## src/hw/sar_adc_params.svh

```systemverilog
// Register offsets, field positions, reset values and timing counts
`ifndef SAR_ADC_PARAMS_SVH
`define SAR_ADC_PARAMS_SVH

`define ADDR_CHANNEL_SELECT   8'hBB
`define ADDR_RESULT_LOW       8'hBE
`define ADDR_RESULT_HIGH      8'hBF
`define ADDR_CONV_CONTROL     8'hE8
`define ADDR_PAIR_CONFIG      8'hBA
`define ADDR_CLK_GAIN_CONFIG  8'hBC

`define RST_CHANNEL_SELECT    8'h00
`define RST_PAIR_CONFIG       8'h00
`define RST_CLK_GAIN_CONFIG   8'hF8
`define RST_CONV_CONTROL      8'h00
`define RST_RESULT            8'h00

`define CTL_ENABLE_BIT        3'd7
`define CTL_TRACK_BIT         3'd6
`define CTL_DONE_BIT          3'd5
`define CTL_BUSY_BIT          3'd4
`define CTL_MODE_HI           3'd3
`define CTL_MODE_LO           3'd2
`define CTL_WINDOW_BIT        3'd1
`define CTL_LJUST_BIT         3'd0

`define TRACK_SAR_CLOCKS      5'd3
`define CONV_SAR_CLOCKS       5'd16

`endif

```

## src/hw/sar_adc_pkg.sv

```systemverilog
// Types shared by the converter control files
package sar_adc_pkg;
  typedef enum logic [1:0] {
    START_SOFTWARE,
    START_TIMER3,
    START_EXTERNAL,
    START_TIMER2
  } start_mode_t;

  typedef enum logic [1:0] {
    ST_IDLE,
    ST_TRACK,
    ST_CONVERT
  } conv_state_t;
endpackage

```

## src/hw/sar_clock_divider.sv

```systemverilog
// Divides the core clock into one-cycle SAR clock ticks
`timescale 1ns/10ps
`default_nettype none
module sar_clock_divider (
  input  wire logic       i_clk,
  input  wire logic       i_srst,
  input  wire logic       i_run,
  input  wire logic [4:0] i_divider,
  output logic            o_tick
);
  typedef struct packed {
    logic [4:0] count;
    logic       tick;
  } div_state_t;

  div_state_t state_reg;
  div_state_t state_next;

  always_comb begin
    state_next = state_reg;
    state_next.tick = 1'b0;
    if (!i_run) begin
      state_next.count = 5'h00;
    end else if (state_reg.count >= i_divider) begin
      state_next.count = 5'h00;
      state_next.tick = 1'b1;
    end else begin
      state_next.count = state_reg.count + 5'h01;
    end
  end

  always_ff @(posedge i_clk) begin
    if (i_srst) begin
      state_reg <= '0;
    end else begin
      state_reg <= state_next;
    end
  end

  assign o_tick = state_reg.tick;
endmodule
`default_nettype wire

```

## src/hw/sar_adc_control_registers.sv

```systemverilog
// Control, configuration and result formatting for the SAR converter
//
// How it works
// - Upper nibble of pair-config and channel-select reads zero, writes ignored.
// - Each pair bit makes two inputs single-ended or one differential pair.
// - Differential channel results are presented in two's complement.
// - Codes 0-7 select input or pair; top bit set selects temperature sensor.
// - SAR clock equals core clock divided by divider field plus one.
// - Gain field 000=1,001=2,010=4,011=8,10x=16,11x=0.5 drives amplifier.
// - Enable bit 0 shuts converter down; 1 makes it active.
// - Track-mode 0 and enabled: track always except during conversion.
// - Done flag sets when busy falls at conversion end.
// - Hardware never clears done flag; software writes it to zero.
// - Busy reads 1 while tracking or converting after a start, 0 when idle.
// - Writing busy 0 does nothing; 1 starts only in start mode 00.
// - Start mode selects software, timer 3, external edge or timer 2.
// - Track-mode 1, modes 00/01/11: three SAR clocks tracking, then convert.
// - Track-mode 1, mode 10: track while external low, convert on rise.
// - Window flag set on match, cleared only by software.
// - Justify bit selects right (0) or left (1) justified result.
// - Right-justified high byte holds upper four bits, sign-filled above.
// - Sign fill only for differential readings; single-ended fills zero.
// - Left-justified high byte holds eight most significant result bits.
// - Low byte: lower eight bits right, lower four in 7:4 left.
// - A conversion lasts at least sixteen SAR clocks until busy falls.
`timescale 1ns/10ps
`default_nettype none
`include "sar_adc_params.svh"
module sar_adc_control_registers (
  input  wire logic        i_clk,
  input  wire logic        i_srst,
  input  wire logic [7:0]  i_sfr_addr,
  input  wire logic        i_sfr_wr,
  input  wire logic [7:0]  i_sfr_wdata,
  input  wire logic        i_sfr_rd,
  input  wire logic        i_timer3_overflow,
  input  wire logic        i_timer2_overflow,
  input  wire logic        i_external_convert_start,
  input  wire logic        i_window_match,
  input  wire logic [11:0] i_sar_result,
  output logic [7:0]       o_sfr_rdata,
  output logic             o_converter_enable,
  output logic             o_track,
  output logic             o_sar_convert,
  output logic             o_sar_clock_tick,
  output logic [3:0]       o_mux_select,
  output logic             o_mux_differential,
  output logic             o_mux_temp_sensor,
  output logic [2:0]       o_amplifier_gain_code
);

  //////////////////////////////////////////////////////////////////////////
  // State

  typedef struct packed {
    logic [3:0]                channel_select_code;
    logic [3:0]                pair_differential;
    logic [4:0]                sar_clock_divider;
    logic [2:0]                amplifier_gain_code;
    logic                      converter_enable;
    logic                      track_mode_select;
    logic                      conversion_done_flag;
    sar_adc_pkg::start_mode_t  start_mode_select;
    logic                      window_match_flag;
    logic                      left_justify_select;
    sar_adc_pkg::conv_state_t  conv_state;
    logic [4:0]                sar_count;
    logic                      ext_prev;
    logic                      conv_diff;
    logic [7:0]                result_high;
    logic [7:0]                result_low;
    logic [7:0]                rdata;
    logic                      track;
    logic                      convert;
    logic [3:0]                mux_select;
    logic                      mux_diff;
    logic                      mux_temp;
  } ctl_state_t;

  ctl_state_t state_reg;
  ctl_state_t state_next;
  logic       sar_tick;
  logic       div_run;

  // Reset images of the registers, split into fields in the reset branch
  localparam logic [7:0] ch_reset   = `RST_CHANNEL_SELECT;
  localparam logic [7:0] pair_reset = `RST_PAIR_CONFIG;
  localparam logic [7:0] cfg_reset  = `RST_CLK_GAIN_CONFIG;
  localparam logic [7:0] ctl_reset  = `RST_CONV_CONTROL;

  //////////////////////////////////////////////////////////////////////////
  // Helpers

  // Maps a channel code onto the mux: either member of a differential pair goes to the pair's even select
  function automatic logic [5:0] route_channel(input logic [3:0] code,
                                               input logic [3:0] pairs);
    logic [3:0] sel;
    logic       diff;
    logic       temp;
    sel  = code;
    diff = 1'b0;
    temp = code[3];
    if (!code[3] && pairs[code[2:1]]) begin
      sel  = {code[3:1], 1'b0};
      diff = 1'b1;
    end
    return {sel, diff, temp};
  endfunction

  function automatic logic [7:0] control_byte(input ctl_state_t s);
    logic busy;
    busy = (s.conv_state != sar_adc_pkg::ST_IDLE);
    return {s.converter_enable, s.track_mode_select, s.conversion_done_flag,
            busy, s.start_mode_select, s.window_match_flag,
            s.left_justify_select};
  endfunction

  // Register decode shared by the write and read paths
  // One bit per mapped register; unmapped addresses give all zero
  function automatic logic [5:0] reg_select(input logic [7:0] addr);
    logic [5:0] sel_bits;
    sel_bits    = 6'h00;
    sel_bits[0] = (addr == `ADDR_CHANNEL_SELECT);
    sel_bits[1] = (addr == `ADDR_PAIR_CONFIG);
    sel_bits[2] = (addr == `ADDR_CLK_GAIN_CONFIG);
    sel_bits[3] = (addr == `ADDR_CONV_CONTROL);
    sel_bits[4] = (addr == `ADDR_RESULT_HIGH);
    sel_bits[5] = (addr == `ADDR_RESULT_LOW);
    return sel_bits;
  endfunction

  //////////////////////////////////////////////////////////////////////////
  // SAR clock

  sar_clock_divider u_divider (
    .i_clk     (i_clk),
    .i_srst    (i_srst),
    .i_run     (div_run),
    .i_divider (state_reg.sar_clock_divider),
    .o_tick    (sar_tick)
  );

  //////////////////////////////////////////////////////////////////////////
  // Next state

  logic       wr_ctl;
  logic       sw_start;
  logic       ext_rise;
  logic       trigger;
  logic [5:0] route;
  logic [11:0] res;
  logic [5:0] reg_hit;

  always_comb begin
    state_next = state_reg;
    reg_hit  = reg_select(i_sfr_addr);
    wr_ctl   = i_sfr_wr && reg_hit[3];
    sw_start = wr_ctl && i_sfr_wdata[`CTL_BUSY_BIT];
    ext_rise = i_external_convert_start && !state_reg.ext_prev;
    route    = route_channel(state_reg.channel_select_code,
                             state_reg.pair_differential);
    res      = i_sar_result;
    state_next.ext_prev = i_external_convert_start;

    case (state_reg.start_mode_select)
      sar_adc_pkg::START_SOFTWARE: trigger = sw_start;
      sar_adc_pkg::START_TIMER3:   trigger = i_timer3_overflow;
      sar_adc_pkg::START_EXTERNAL: trigger = ext_rise;
      sar_adc_pkg::START_TIMER2:   trigger = i_timer2_overflow;
      default:                     trigger = 1'b0;
    endcase

    // Restart the SAR clock on an accepted start so every period is full
    div_run = state_reg.converter_enable &&
              !(state_reg.conv_state == sar_adc_pkg::ST_IDLE && trigger);

    // Register writes; busy is not stored, writing it only triggers
    if (i_sfr_wr && reg_hit[0]) begin
      state_next.channel_select_code = i_sfr_wdata[3:0];
    end
    if (i_sfr_wr && reg_hit[1]) begin
      state_next.pair_differential = i_sfr_wdata[3:0];
    end
    if (i_sfr_wr && reg_hit[2]) begin
      state_next.sar_clock_divider   = i_sfr_wdata[7:3];
      state_next.amplifier_gain_code = i_sfr_wdata[2:0];
    end
    if (wr_ctl) begin
      state_next.converter_enable     = i_sfr_wdata[`CTL_ENABLE_BIT];
      state_next.track_mode_select    = i_sfr_wdata[`CTL_TRACK_BIT];
      state_next.conversion_done_flag = i_sfr_wdata[`CTL_DONE_BIT];
      state_next.start_mode_select    =
        sar_adc_pkg::start_mode_t'(i_sfr_wdata[`CTL_MODE_HI:`CTL_MODE_LO]);
      state_next.window_match_flag    = i_sfr_wdata[`CTL_WINDOW_BIT];
      state_next.left_justify_select  = i_sfr_wdata[`CTL_LJUST_BIT];
    end
    if (i_sfr_wr && reg_hit[4]) begin
      state_next.result_high = i_sfr_wdata;
    end
    if (i_sfr_wr && reg_hit[5]) begin
      state_next.result_low = i_sfr_wdata;
    end

    // Hardware only sets the window flag; set wins over a clearing write
    if (i_window_match) begin
      state_next.window_match_flag = 1'b1;
    end

    case (state_reg.conv_state)
      sar_adc_pkg::ST_IDLE: begin
        // Disabled converter ignores triggers
        if (state_reg.converter_enable && trigger) begin
          state_next.sar_count = 5'h00;
          state_next.conv_diff = route[1];
          if (state_reg.track_mode_select &&
              state_reg.start_mode_select != sar_adc_pkg::START_EXTERNAL) begin
            state_next.conv_state = sar_adc_pkg::ST_TRACK;
          end else begin
            state_next.conv_state = sar_adc_pkg::ST_CONVERT;
          end
        end
      end
      sar_adc_pkg::ST_TRACK: begin
        if (!state_reg.converter_enable) begin
          state_next.conv_state = sar_adc_pkg::ST_IDLE;
        end else if (sar_tick) begin
          if (state_reg.sar_count == `TRACK_SAR_CLOCKS - 5'd1) begin
            state_next.sar_count  = 5'h00;
            state_next.conv_state = sar_adc_pkg::ST_CONVERT;
          end else begin
            state_next.sar_count = state_reg.sar_count + 5'h01;
          end
        end
      end
      sar_adc_pkg::ST_CONVERT: begin
        // Triggers during a conversion are dropped
        if (!state_reg.converter_enable) begin
          state_next.conv_state = sar_adc_pkg::ST_IDLE;
        end else if (sar_tick) begin
          if (state_reg.sar_count == `CONV_SAR_CLOCKS - 5'd1) begin
            state_next.conv_state = sar_adc_pkg::ST_IDLE;
            state_next.conversion_done_flag = 1'b1;
            if (state_reg.left_justify_select) begin
              state_next.result_high = res[11:4];
              state_next.result_low  = {res[3:0], 4'h0};
            end else begin
              state_next.result_high = {{4{state_reg.conv_diff & res[11]}},
                                        res[11:8]};
              state_next.result_low  = res[7:0];
            end
          end else begin
            state_next.sar_count = state_reg.sar_count + 5'h01;
          end
        end
      end
      default: state_next.conv_state = sar_adc_pkg::ST_IDLE;
    endcase

    // Analog controls
    state_next.track = 1'b0;
    if (state_reg.converter_enable) begin
      if (!state_reg.track_mode_select) begin
        state_next.track =
          (state_next.conv_state != sar_adc_pkg::ST_CONVERT);
      end else if (state_reg.start_mode_select ==
                   sar_adc_pkg::START_EXTERNAL) begin
        state_next.track = !i_external_convert_start &&
          (state_next.conv_state != sar_adc_pkg::ST_CONVERT);
      end else begin
        state_next.track =
          (state_next.conv_state == sar_adc_pkg::ST_TRACK);
      end
    end
    state_next.convert    = (state_next.conv_state == sar_adc_pkg::ST_CONVERT);
    state_next.mux_select = route[5:2];
    state_next.mux_diff   = route[1];
    state_next.mux_temp   = route[0];

    // Read data registered one cycle after the read strobe
    state_next.rdata = 8'h00;
    if (i_sfr_rd && reg_hit[0]) begin
      state_next.rdata = {4'h0, state_reg.channel_select_code};
    end
    if (i_sfr_rd && reg_hit[1]) begin
      state_next.rdata = {4'h0, state_reg.pair_differential};
    end
    if (i_sfr_rd && reg_hit[2]) begin
      state_next.rdata = {state_reg.sar_clock_divider,
                          state_reg.amplifier_gain_code};
    end
    if (i_sfr_rd && reg_hit[3]) begin
      state_next.rdata = control_byte(state_reg);
    end
    if (i_sfr_rd && reg_hit[4]) begin
      state_next.rdata = state_reg.result_high;
    end
    if (i_sfr_rd && reg_hit[5]) begin
      state_next.rdata = state_reg.result_low;
    end
  end

  //////////////////////////////////////////////////////////////////////////
  // Registers

  always_ff @(posedge i_clk) begin
    if (i_srst) begin
      state_reg <= '0;
      state_reg.channel_select_code <= ch_reset[3:0];
      state_reg.pair_differential   <= pair_reset[3:0];
      state_reg.sar_clock_divider   <= cfg_reset[7:3];
      state_reg.amplifier_gain_code <= cfg_reset[2:0];
      state_reg.converter_enable     <= ctl_reset[`CTL_ENABLE_BIT];
      state_reg.track_mode_select    <= ctl_reset[`CTL_TRACK_BIT];
      state_reg.conversion_done_flag <= ctl_reset[`CTL_DONE_BIT];
      state_reg.start_mode_select    <= sar_adc_pkg::start_mode_t'(
        ctl_reset[`CTL_MODE_HI:`CTL_MODE_LO]);
      state_reg.window_match_flag    <= ctl_reset[`CTL_WINDOW_BIT];
      state_reg.left_justify_select  <= ctl_reset[`CTL_LJUST_BIT];
      state_reg.conv_state          <= sar_adc_pkg::ST_IDLE;
      state_reg.result_high         <= `RST_RESULT;
      state_reg.result_low          <= `RST_RESULT;
    end else begin
      state_reg <= state_next;
    end
  end

  //////////////////////////////////////////////////////////////////////////
  // Outputs

  assign o_sfr_rdata           = state_reg.rdata;
  assign o_converter_enable    = state_reg.converter_enable;
  assign o_track               = state_reg.track;
  assign o_sar_convert         = state_reg.convert;
  assign o_sar_clock_tick      = sar_tick;
  assign o_mux_select          = state_reg.mux_select;
  assign o_mux_differential    = state_reg.mux_diff;
  assign o_mux_temp_sensor     = state_reg.mux_temp;
  assign o_amplifier_gain_code = state_reg.amplifier_gain_code;
endmodule
`default_nettype wire

```

## config.mk

```make
export PLATFORM = sky130hd
export DESIGN_NAME = sar_adc_control_registers
export DESIGN_NICKNAME = d
export VERILOG_FILES = /design/src/hw/sar_adc_pkg.sv /design/src/hw/sar_clock_divider.sv /design/src/hw/sar_adc_control_registers.sv
export VERILOG_INCLUDE_DIRS = /design/src /design/src/hw
export SDC_FILE = /design/constraint.sdc
export NUM_CORES = 1
export LEC_CHECK = 0
export BUFFER_PORTS_ARGS = -buffer_cell sky130_fd_sc_hd__buf_2
export CAP_MARGIN = 0
export CORE_MARGIN = 3
export CORE_UTILIZATION = 61
export CTS_CLUSTER_DIAMETER = 30
export DETAILED_ROUTE_END_ITERATION = 6
export GPL_ROUTABILITY_DRIVEN = 0
export MAX_ROUTING_LAYER = met4
export PLACE_DENSITY = 0.85
export SETUP_SLACK_MARGIN = 0.2
export SLEW_MARGIN = 20
export SYNTH_ARGS = -nofsm -noshare
export SYNTH_HDL_FRONTEND = slang
export SYNTH_SLANG_ARGS = --single-unit
```

## constraint.sdc

```tcl
create_clock -name i_clk -period 5.42 [get_ports i_clk]
set_clock_uncertainty 0.15 [all_clocks]
set_input_delay 0.813 -clock i_clk [delete_from_list [all_inputs] [get_ports i_clk]]
set_output_delay 0.813 -clock i_clk [all_outputs]
set_load 0.05 [all_outputs]
```

==> flow_summary.ini, run 1 <==
[status]
status = completed

[power_and_ir_drop]
seq_power_share_pct = 52.8
p_int_w = 0.000737
switching_share_pct = 23.4
power.density_nw_per_um2 = 243
combinationalPowerShare_pct = 4.6
power_leakage_nw = 1.78
switchingPower_w = 0.000226
power_w = 0.000963
irDropWorstVdd_mv = 0.141
pwr-share-clk_pct = 42.5

[job]
max-cap-violations = 0

[critical_path]
critPathMaxFanout = 18
slowest_stage = or3b_4
cp_cell_sequence = buf_2, nor3b_1, buf_4, a41oi_1, or3b_4, a21o_4, or4_1, a21oi_1
endpoint_kind = flip-flop
ff2ff_setup_slack_ns = 2.96
criticalPathCategory = input port to flip-flop
cp.required_ns = 5.52
crit_family = simple AND/OR/NAND/NOR gates
crit_buf_inv = 2
arrival_ns = 2.96
start_kind = input port
critical_path.max_stage_delay_ns = 0.47

[final_layout]
syn2layout_area_growth_pct = 10.7
multi_input_area_sq_um = 1940
drive_gt1_share_pct = 18.3
final_nets = 486
regArea_sq_um = 1380
largest_reg_flops = 43
fin_area_sq_um = 3960
fillers = 428
diodes = 0

[clock_tree]
htreeDepth = 3
clk_path_buf_depth = 2
insertion_delay_ns = 0.34
clock-sinks = 69
cts_tree = built
root_buffer = clkbuf_8
ctsHoldBuffers = 0
postCtsSetupBuffers = 0
cts_made_buffers = 9
clk_pin_slew_ns = 0.08
ctsResizeCount = 0

[timing]
setup_violations = 0
worstMarginPinSlew_ns = 1.09
setup_ws_ns = 2.57
rsz0062_at_grt = false
fmax_mhz = 350
hold_viol_final = 0
maxSlewHeadroom_pct = 27.3
period_needed_ns = 2.85
fin_crit_sh_pct = 52.7
tns_ns = 0
drv_slew = 0

[global_routing]
grt_use_total_pct = 25.9
grt_pass1_wl_um = 13100
grt-ovfl-total = 0
antenna_found_initial = 0
grt_pass1_vias = 2734
grt_max_degree = 63

[placed_design]
io_buffers = 56
dp_hpwl_um = 5780
placed_cell_area_sq_um = 3770
preCtsSetupSlack_ns = 2.25

[synthesis]
yosys-top-cells-area = dfxtp_1 (39%), mux2i_1 (12%), ha_1 (4.6%)
syn_inst = 404
synth.avg_cell_area_sq_um = 8.85
synth_nets = 453
synth_top_area_cell = dfxtp_1
synth_edf_count = 0
ys.flop_type = dfxtp_1
syn_area_sq_um = 3570
seq_area_frac_synth_pct = 38.7
yosysUniqueCellTypes = 48
async_reset_ff_share_pct = 0
synth_seq_cells = 69
ys_warn_count = 0
synth_top_area_share_pct = 38.7

[floorplanning]
core_area_sq_um = 5570
rows = 27
die_area_sq_um = 6810
die_height_um = 82.5
initial_core_util_pct = 64.1
boundaryPins = 57
die_w_um = 82.5

[drt]
drt_iter0_markers = 330
wl_per_cell_um = 15.9
antenna_left = 0
drc = 0
dr.pass1.iters = 5
drt-total-wl_um = 8150
vias_per_cell = 5.96
via_count = 3063

[min_path]
worst_hold_path_type = flip-flop to flip-flop
[cell usage in the layout (no fill, tap or decap), types with 7 or more instances in the layout]
master     n
dfxtp_1   69
inv_1     15
nor2_1    42
nand2_1   25
a211oi_1  21
a21oi_1   24
a221oi_1  10
nand3_1   18
o21ai_0    7
clkbuf_8   9
buf_2     56
mux2i_1   44
nor2b_1   17
ha_1      13
[area by class of cell]
| type | count | area share (%) |
|---|---|---|
| clock buffers | 10 | 3.22 |
| clock inverters | 6 | 1.61 |
| inverters | 15 | 1.42 |
| multi-input cells | 284 | 49.1 |
| flip-flops and latches | 69 | 34.9 |
| well taps | 72 | 2.28 |
| repair buffers | 58 | 7.46 |
[cell usage after synthesis (all sizes together), types with 2 or more instances]
cell and number:
nand3b 5, or2 2, a221oi 10, a21oi 24
a31o 3, nand2 25, nor2 42, o21ai 7
buf 17, ha 13, nor3b 4, a21o 3
clkbuf 19, nand4 2, o211ai 2, a211oi 21
and2 2, and3 4, xor2 2, or4 2
nand3 18, or3b 2, or3 4, nand2b 4
nor3 3, nor2b 17, inv 15, dfxtp 69
o21a 2, mux2i 44, o22ai 5
[stage by stage]
stage	instances	hold WS [ns]	util (%)
2_1_floorplan	404	0.280	-
3_3_place_gp	498	0.299	67.6
3_5_place_dp	498	0.309	67.6
4_1_cts	514	0.327	71.0
5_1_grt	514	0.346	71.0
6_report	514	0.319	71.0
[layer usage]
| layer | part of all wire, % | vias to the layer above | routed length, um | GRT usage (%) |
|---|---|---|---|---|
| met4 | 2.7 | 0 | 218 | 13.4 |
| met2 | 44 | 128 | 3560 | 35.1 |
| met1 | 47 | 1404 | 3840 | 37.2 |
| met3 | 6.5 | 20 | 533 | 3.69 |
| li1 | - | 1511 | - | - |
| met5 | 0 | - | 0 | - |
[worst paths after layout]
path | start | end | cells after the start
setup / recovery | i_sfr_addr[0] | state_reg[36] | 8
hold / removal | u_divider.state_reg[1] | u_divider.state_reg[1] | 1
setup reg to reg | state_reg[43] | state_reg[36] | 6
hold reg to reg | u_divider.state_reg[1] | u_divider.state_reg[1] | 1
[logic make-up (layout without fill, tap and decap cells)]
logic type	count (synthesis)	in the layout	synth area share [%]
compound gates	83	83	16.0
flops	69	69	38.7
fa+ha+maj	13	13	4.55
mux	46	46	13.3
simple gates	139	139	19.8
xor+xnor	3	3	0.735
buf+inv	51	89	6.97
[power by group through the flow]
stage | Clock, W | Sequential (W) | Combinational, W
after global placement | 0 | 0.000520 | 0.0000426
after detailed placement | 0 | 0.000521 | 0.0000434
after CTS | 0.000414 | 0.000509 | 0.0000435
final | 0.000410 | 0.000509 | 0.0000444
after floorplan | 0 | 0.000520 | 0.0000218
after global routing | 0.000437 | 0.000509 | 0.0000481
(Power assumes the default switching activity.)
==> run 2: changes to the inputs <==
--- a/config.mk
+++ b/config.mk
@@ -6,15 +6,16 @@
 export SDC_FILE = /design/constraint.sdc
 export NUM_CORES = 1
 export LEC_CHECK = 0
+export ABC_AREA = 1
 export BUFFER_PORTS_ARGS = -buffer_cell sky130_fd_sc_hd__buf_2
 export CAP_MARGIN = 0
 export CORE_MARGIN = 3
-export CORE_UTILIZATION = 61
+export CORE_UTILIZATION = 51
 export CTS_CLUSTER_DIAMETER = 30
 export DETAILED_ROUTE_END_ITERATION = 6
 export GPL_ROUTABILITY_DRIVEN = 0
 export MAX_ROUTING_LAYER = met4
-export PLACE_DENSITY = 0.85
+export PLACE_DENSITY = 0.76
 export SETUP_SLACK_MARGIN = 0.2
 export SLEW_MARGIN = 20
 export SYNTH_ARGS = -nofsm -noshare
==> constraint.sdc (replaced) <==
create_clock -name i_clk -period 2.4 [get_ports i_clk]
set_clock_uncertainty 0.15 [all_clocks]
set_input_delay 0.36 -clock i_clk [delete_from_list [all_inputs] [get_ports i_clk]]
set_output_delay 0.36 -clock i_clk [all_outputs]
set_load 0.05 [all_outputs]
==> flow_summary.ini, run 2 <==
[critical_path]
crit_family = simple AND/OR/NAND/NOR gates
endpoint_kind = flip-flop
cp.required_ns = 2.49
arrival_ns = 2.12
slowest_stage = dfxtp_1
start_kind = flip-flop
cp_cell_sequence = ha_1, nand2_1, nor2_1, ha_2, nand4_1, buf_4, clkinvlp_4, nand3_1, o211ai_1, inv_1
crit_buf_inv = 3
critical_path.max_stage_delay_ns = 0.39
criticalPathCategory = flip-flop to flip-flop
critPathMaxFanout = 8

[floorplanning]
die_w_um = 90.3
die_height_um = 90.3
boundaryPins = 57
initial_core_util_pct = 53.1
rows = 30
die_area_sq_um = 8160
core_area_sq_um = 6830

[power_and_ir_drop]
combinationalPowerShare_pct = 5.0
pwr-share-clk_pct = 44.2
p_int_w = 0.00175
seq_power_share_pct = 50.8
switchingPower_w = 0.000512
power.density_nw_per_um2 = 545
power_leakage_nw = 1.98
irDropWorstVdd_mv = 0.334
switching_share_pct = 22.6

[synthesis]
synth_mux_area_share_pct = 0.310
syn_inst = 512
yosys-top-cells-area = dfxtp_1 (38%), nand2_1 (9.6%), inv_1 (8.2%)
synth_top_area_cell = dfxtp_1
yosys.area_share.simple_pct = 22.7
synth_edf_count = 0
ys_warn_count = 0
synth.avg_cell_area_sq_um = 7.08
synth_fa_ha_area_share_pct = 4.48
synth_xor_area_share_pct = 0.966
async_reset_ff_share_pct = 0
synth_commonest_cells = nand2_1 (93), inv_1 (79), dfxtp_1 (69), a21oi_1 (48), nor2_1 (47)
synth_compound_area_share_pct = 20.2
yosysUniqueCellTypes = 41
synth_nets = 561
synth_seq_cells = 69
ys.flop_type = dfxtp_1
synth.most_common_cell = nand2_1
synth_top_area_share_pct = 38.1
synth_top_family_by_area = simple AND/OR/NAND/NOR gates
seq_area_frac_synth_pct = 38.1
syn_area_sq_um = 3630

[drt]
m1WireLength_um = 4020
drc = 0
antenna_left = 0
wl_per_cell_um = 13.7
drt_iter0_markers = 261
routed-wl-met2_um = 4180
dr.pass1.iters = 5
topRoutingLayerUsed = met4
vias_per_cell = 5.33
wl_met3_um = 709
via_count = 3516
drt-total-wl_um = 9030

[final_layout]
final_nets = 608
diodes = 0
syn2layout_area_growth_pct = 14.4
fillers = 652
mostFrequentLayoutCells = nand2_1 (93), inv_1 (78), dfxtp_1 (69), buf_2 (56)
largest_reg_flops = 43
layout_commonest_cell = nand2_1
fin_area_sq_um = 4150
drive_gt1_share_pct = 17.6

[status]
status = completed

[global_routing]
grt_max_degree = 26
grt-ovfl-total = 0
grt_pass1_vias = 3212
antenna_found_initial = 0
grt_use_total_pct = 23.4
grt_pass1_wl_um = 15100

[timing]
period_needed_ns = 2.03
maxSlewHeadroom_pct = 62.5
rsz0062_at_grt = false
drv_slew = 0
fmax_mhz = 493
setup_violations = 0
tns_ns = 0
fin_crit_sh_pct = 84.5
worstMarginPinSlew_ns = 0.562
hold_viol_final = 0

[job]
max-cap-violations = 0

[placed_design]
io_buffers = 56
dp_hpwl_um = 6680
placed_cell_area_sq_um = 3900

[min_path]
worst_hold_path_type = input port to flip-flop

[clock_tree]
clk_path_buf_depth = 2
root_buffer = clkbuf_8
insertion_delay_ns = 0.35
clk_pin_slew_ns = 0.08
clock-sinks = 69
htreeDepth = 3
cts_tree = built
cts_made_buffers = 9
==> run 2: through the flow <==
stage | power (W) | worst slack, ns | instances | util (%) | hold slack (ns)
2_1_floorplan | 0.00123 | 0.418 | 512 | - | 0.280
3_3_place_gp | 0.00129 | 0.396 | 641 | 57.1 | 0.301
3_5_place_dp | 0.00129 | 0.284 | 641 | 57.1 | 0.309
4_1_cts | 0.00228 | 0.278 | 657 | 60.2 | 0.0768
5_1_grt | 0.00235 | 0.209 | 660 | 60.7 | 0.121
6_report | 0.00226 | 0.371 | 660 | 60.7 | 0.0925
==> run 2: worst paths after layout <==
kind	depth (start not counted)	slack, ns	endpoint	start
setup / recovery	10	0.37	state_reg[25]	state_reg[35]
hold / removal	3	0.09	state_reg[33]	i_external_convert_start
setup reg to reg	10	0.37	state_reg[25]	state_reg[35]
hold reg to reg	1	0.33	u_divider.state_reg[1]	u_divider.state_reg[1]
==> run 2: power groups by stage <==
stage	Sequential (W)	Combinational [W]	Clock, W
detailed placement	0.00118	0.000110	0
finish	0.00115	0.000113	0.000999
floorplan	0.00118	0.0000529	0
global placement	0.00118	0.000109	0
CTS	0.00115	0.000111	0.00102
global route	0.00115	0.000125	0.00108
==> run 2: repair_timing <==
action | CTS | global route
hold buffers | 0 | 0
buffers inserted | 0 | 2
setup endpoints to repair | 0 | 14
gates resized for setup | 0 | 6
==> run 2: worst reg2reg max path: stages (launching register included) <==
cell	delay [ns]
dfxtp_1	0.39
ha_1	0.21
nand2_1	0.06
nor2_1	0.10
ha_2	0.21
nand4_1	0.18
buf_4	0.23
clkinvlp_4	0.14
nand3_1	0.10
o211ai_1	0.11
inv_1	0.06
==> run 2: logic make-up after synthesis <==
family,count (synthesis)
simple gates,185
compound gates,130
buf+inv,110
flops,69
fa+ha+maj,13
xor+xnor,4
mux,1
==> run 2: cell type report <==
type	count	area, sq um	share of cell area (%)
multi-input combinational	333	1780	42.8
sequential	69	1380	33.3
timing repair buffer	65	348	8.38
inverter	80	304	7.33
clock buffer	13	169	4.07
tap	96	120	2.90
clock inverter	3	42.5	1.03
timing repair inverter	1	7.51	0.181
==> run 2: metal layers <==
| layer | up-vias | GRT usage, % |
|---|---|---|
| li1 | 1757 | - |
| met3 | 9 | 5.42 |
| met1 | 1611 | 31.1 |
| met4 | 0 | 8.67 |
| met5 | - | - |
| met2 | 139 | 35.0 |
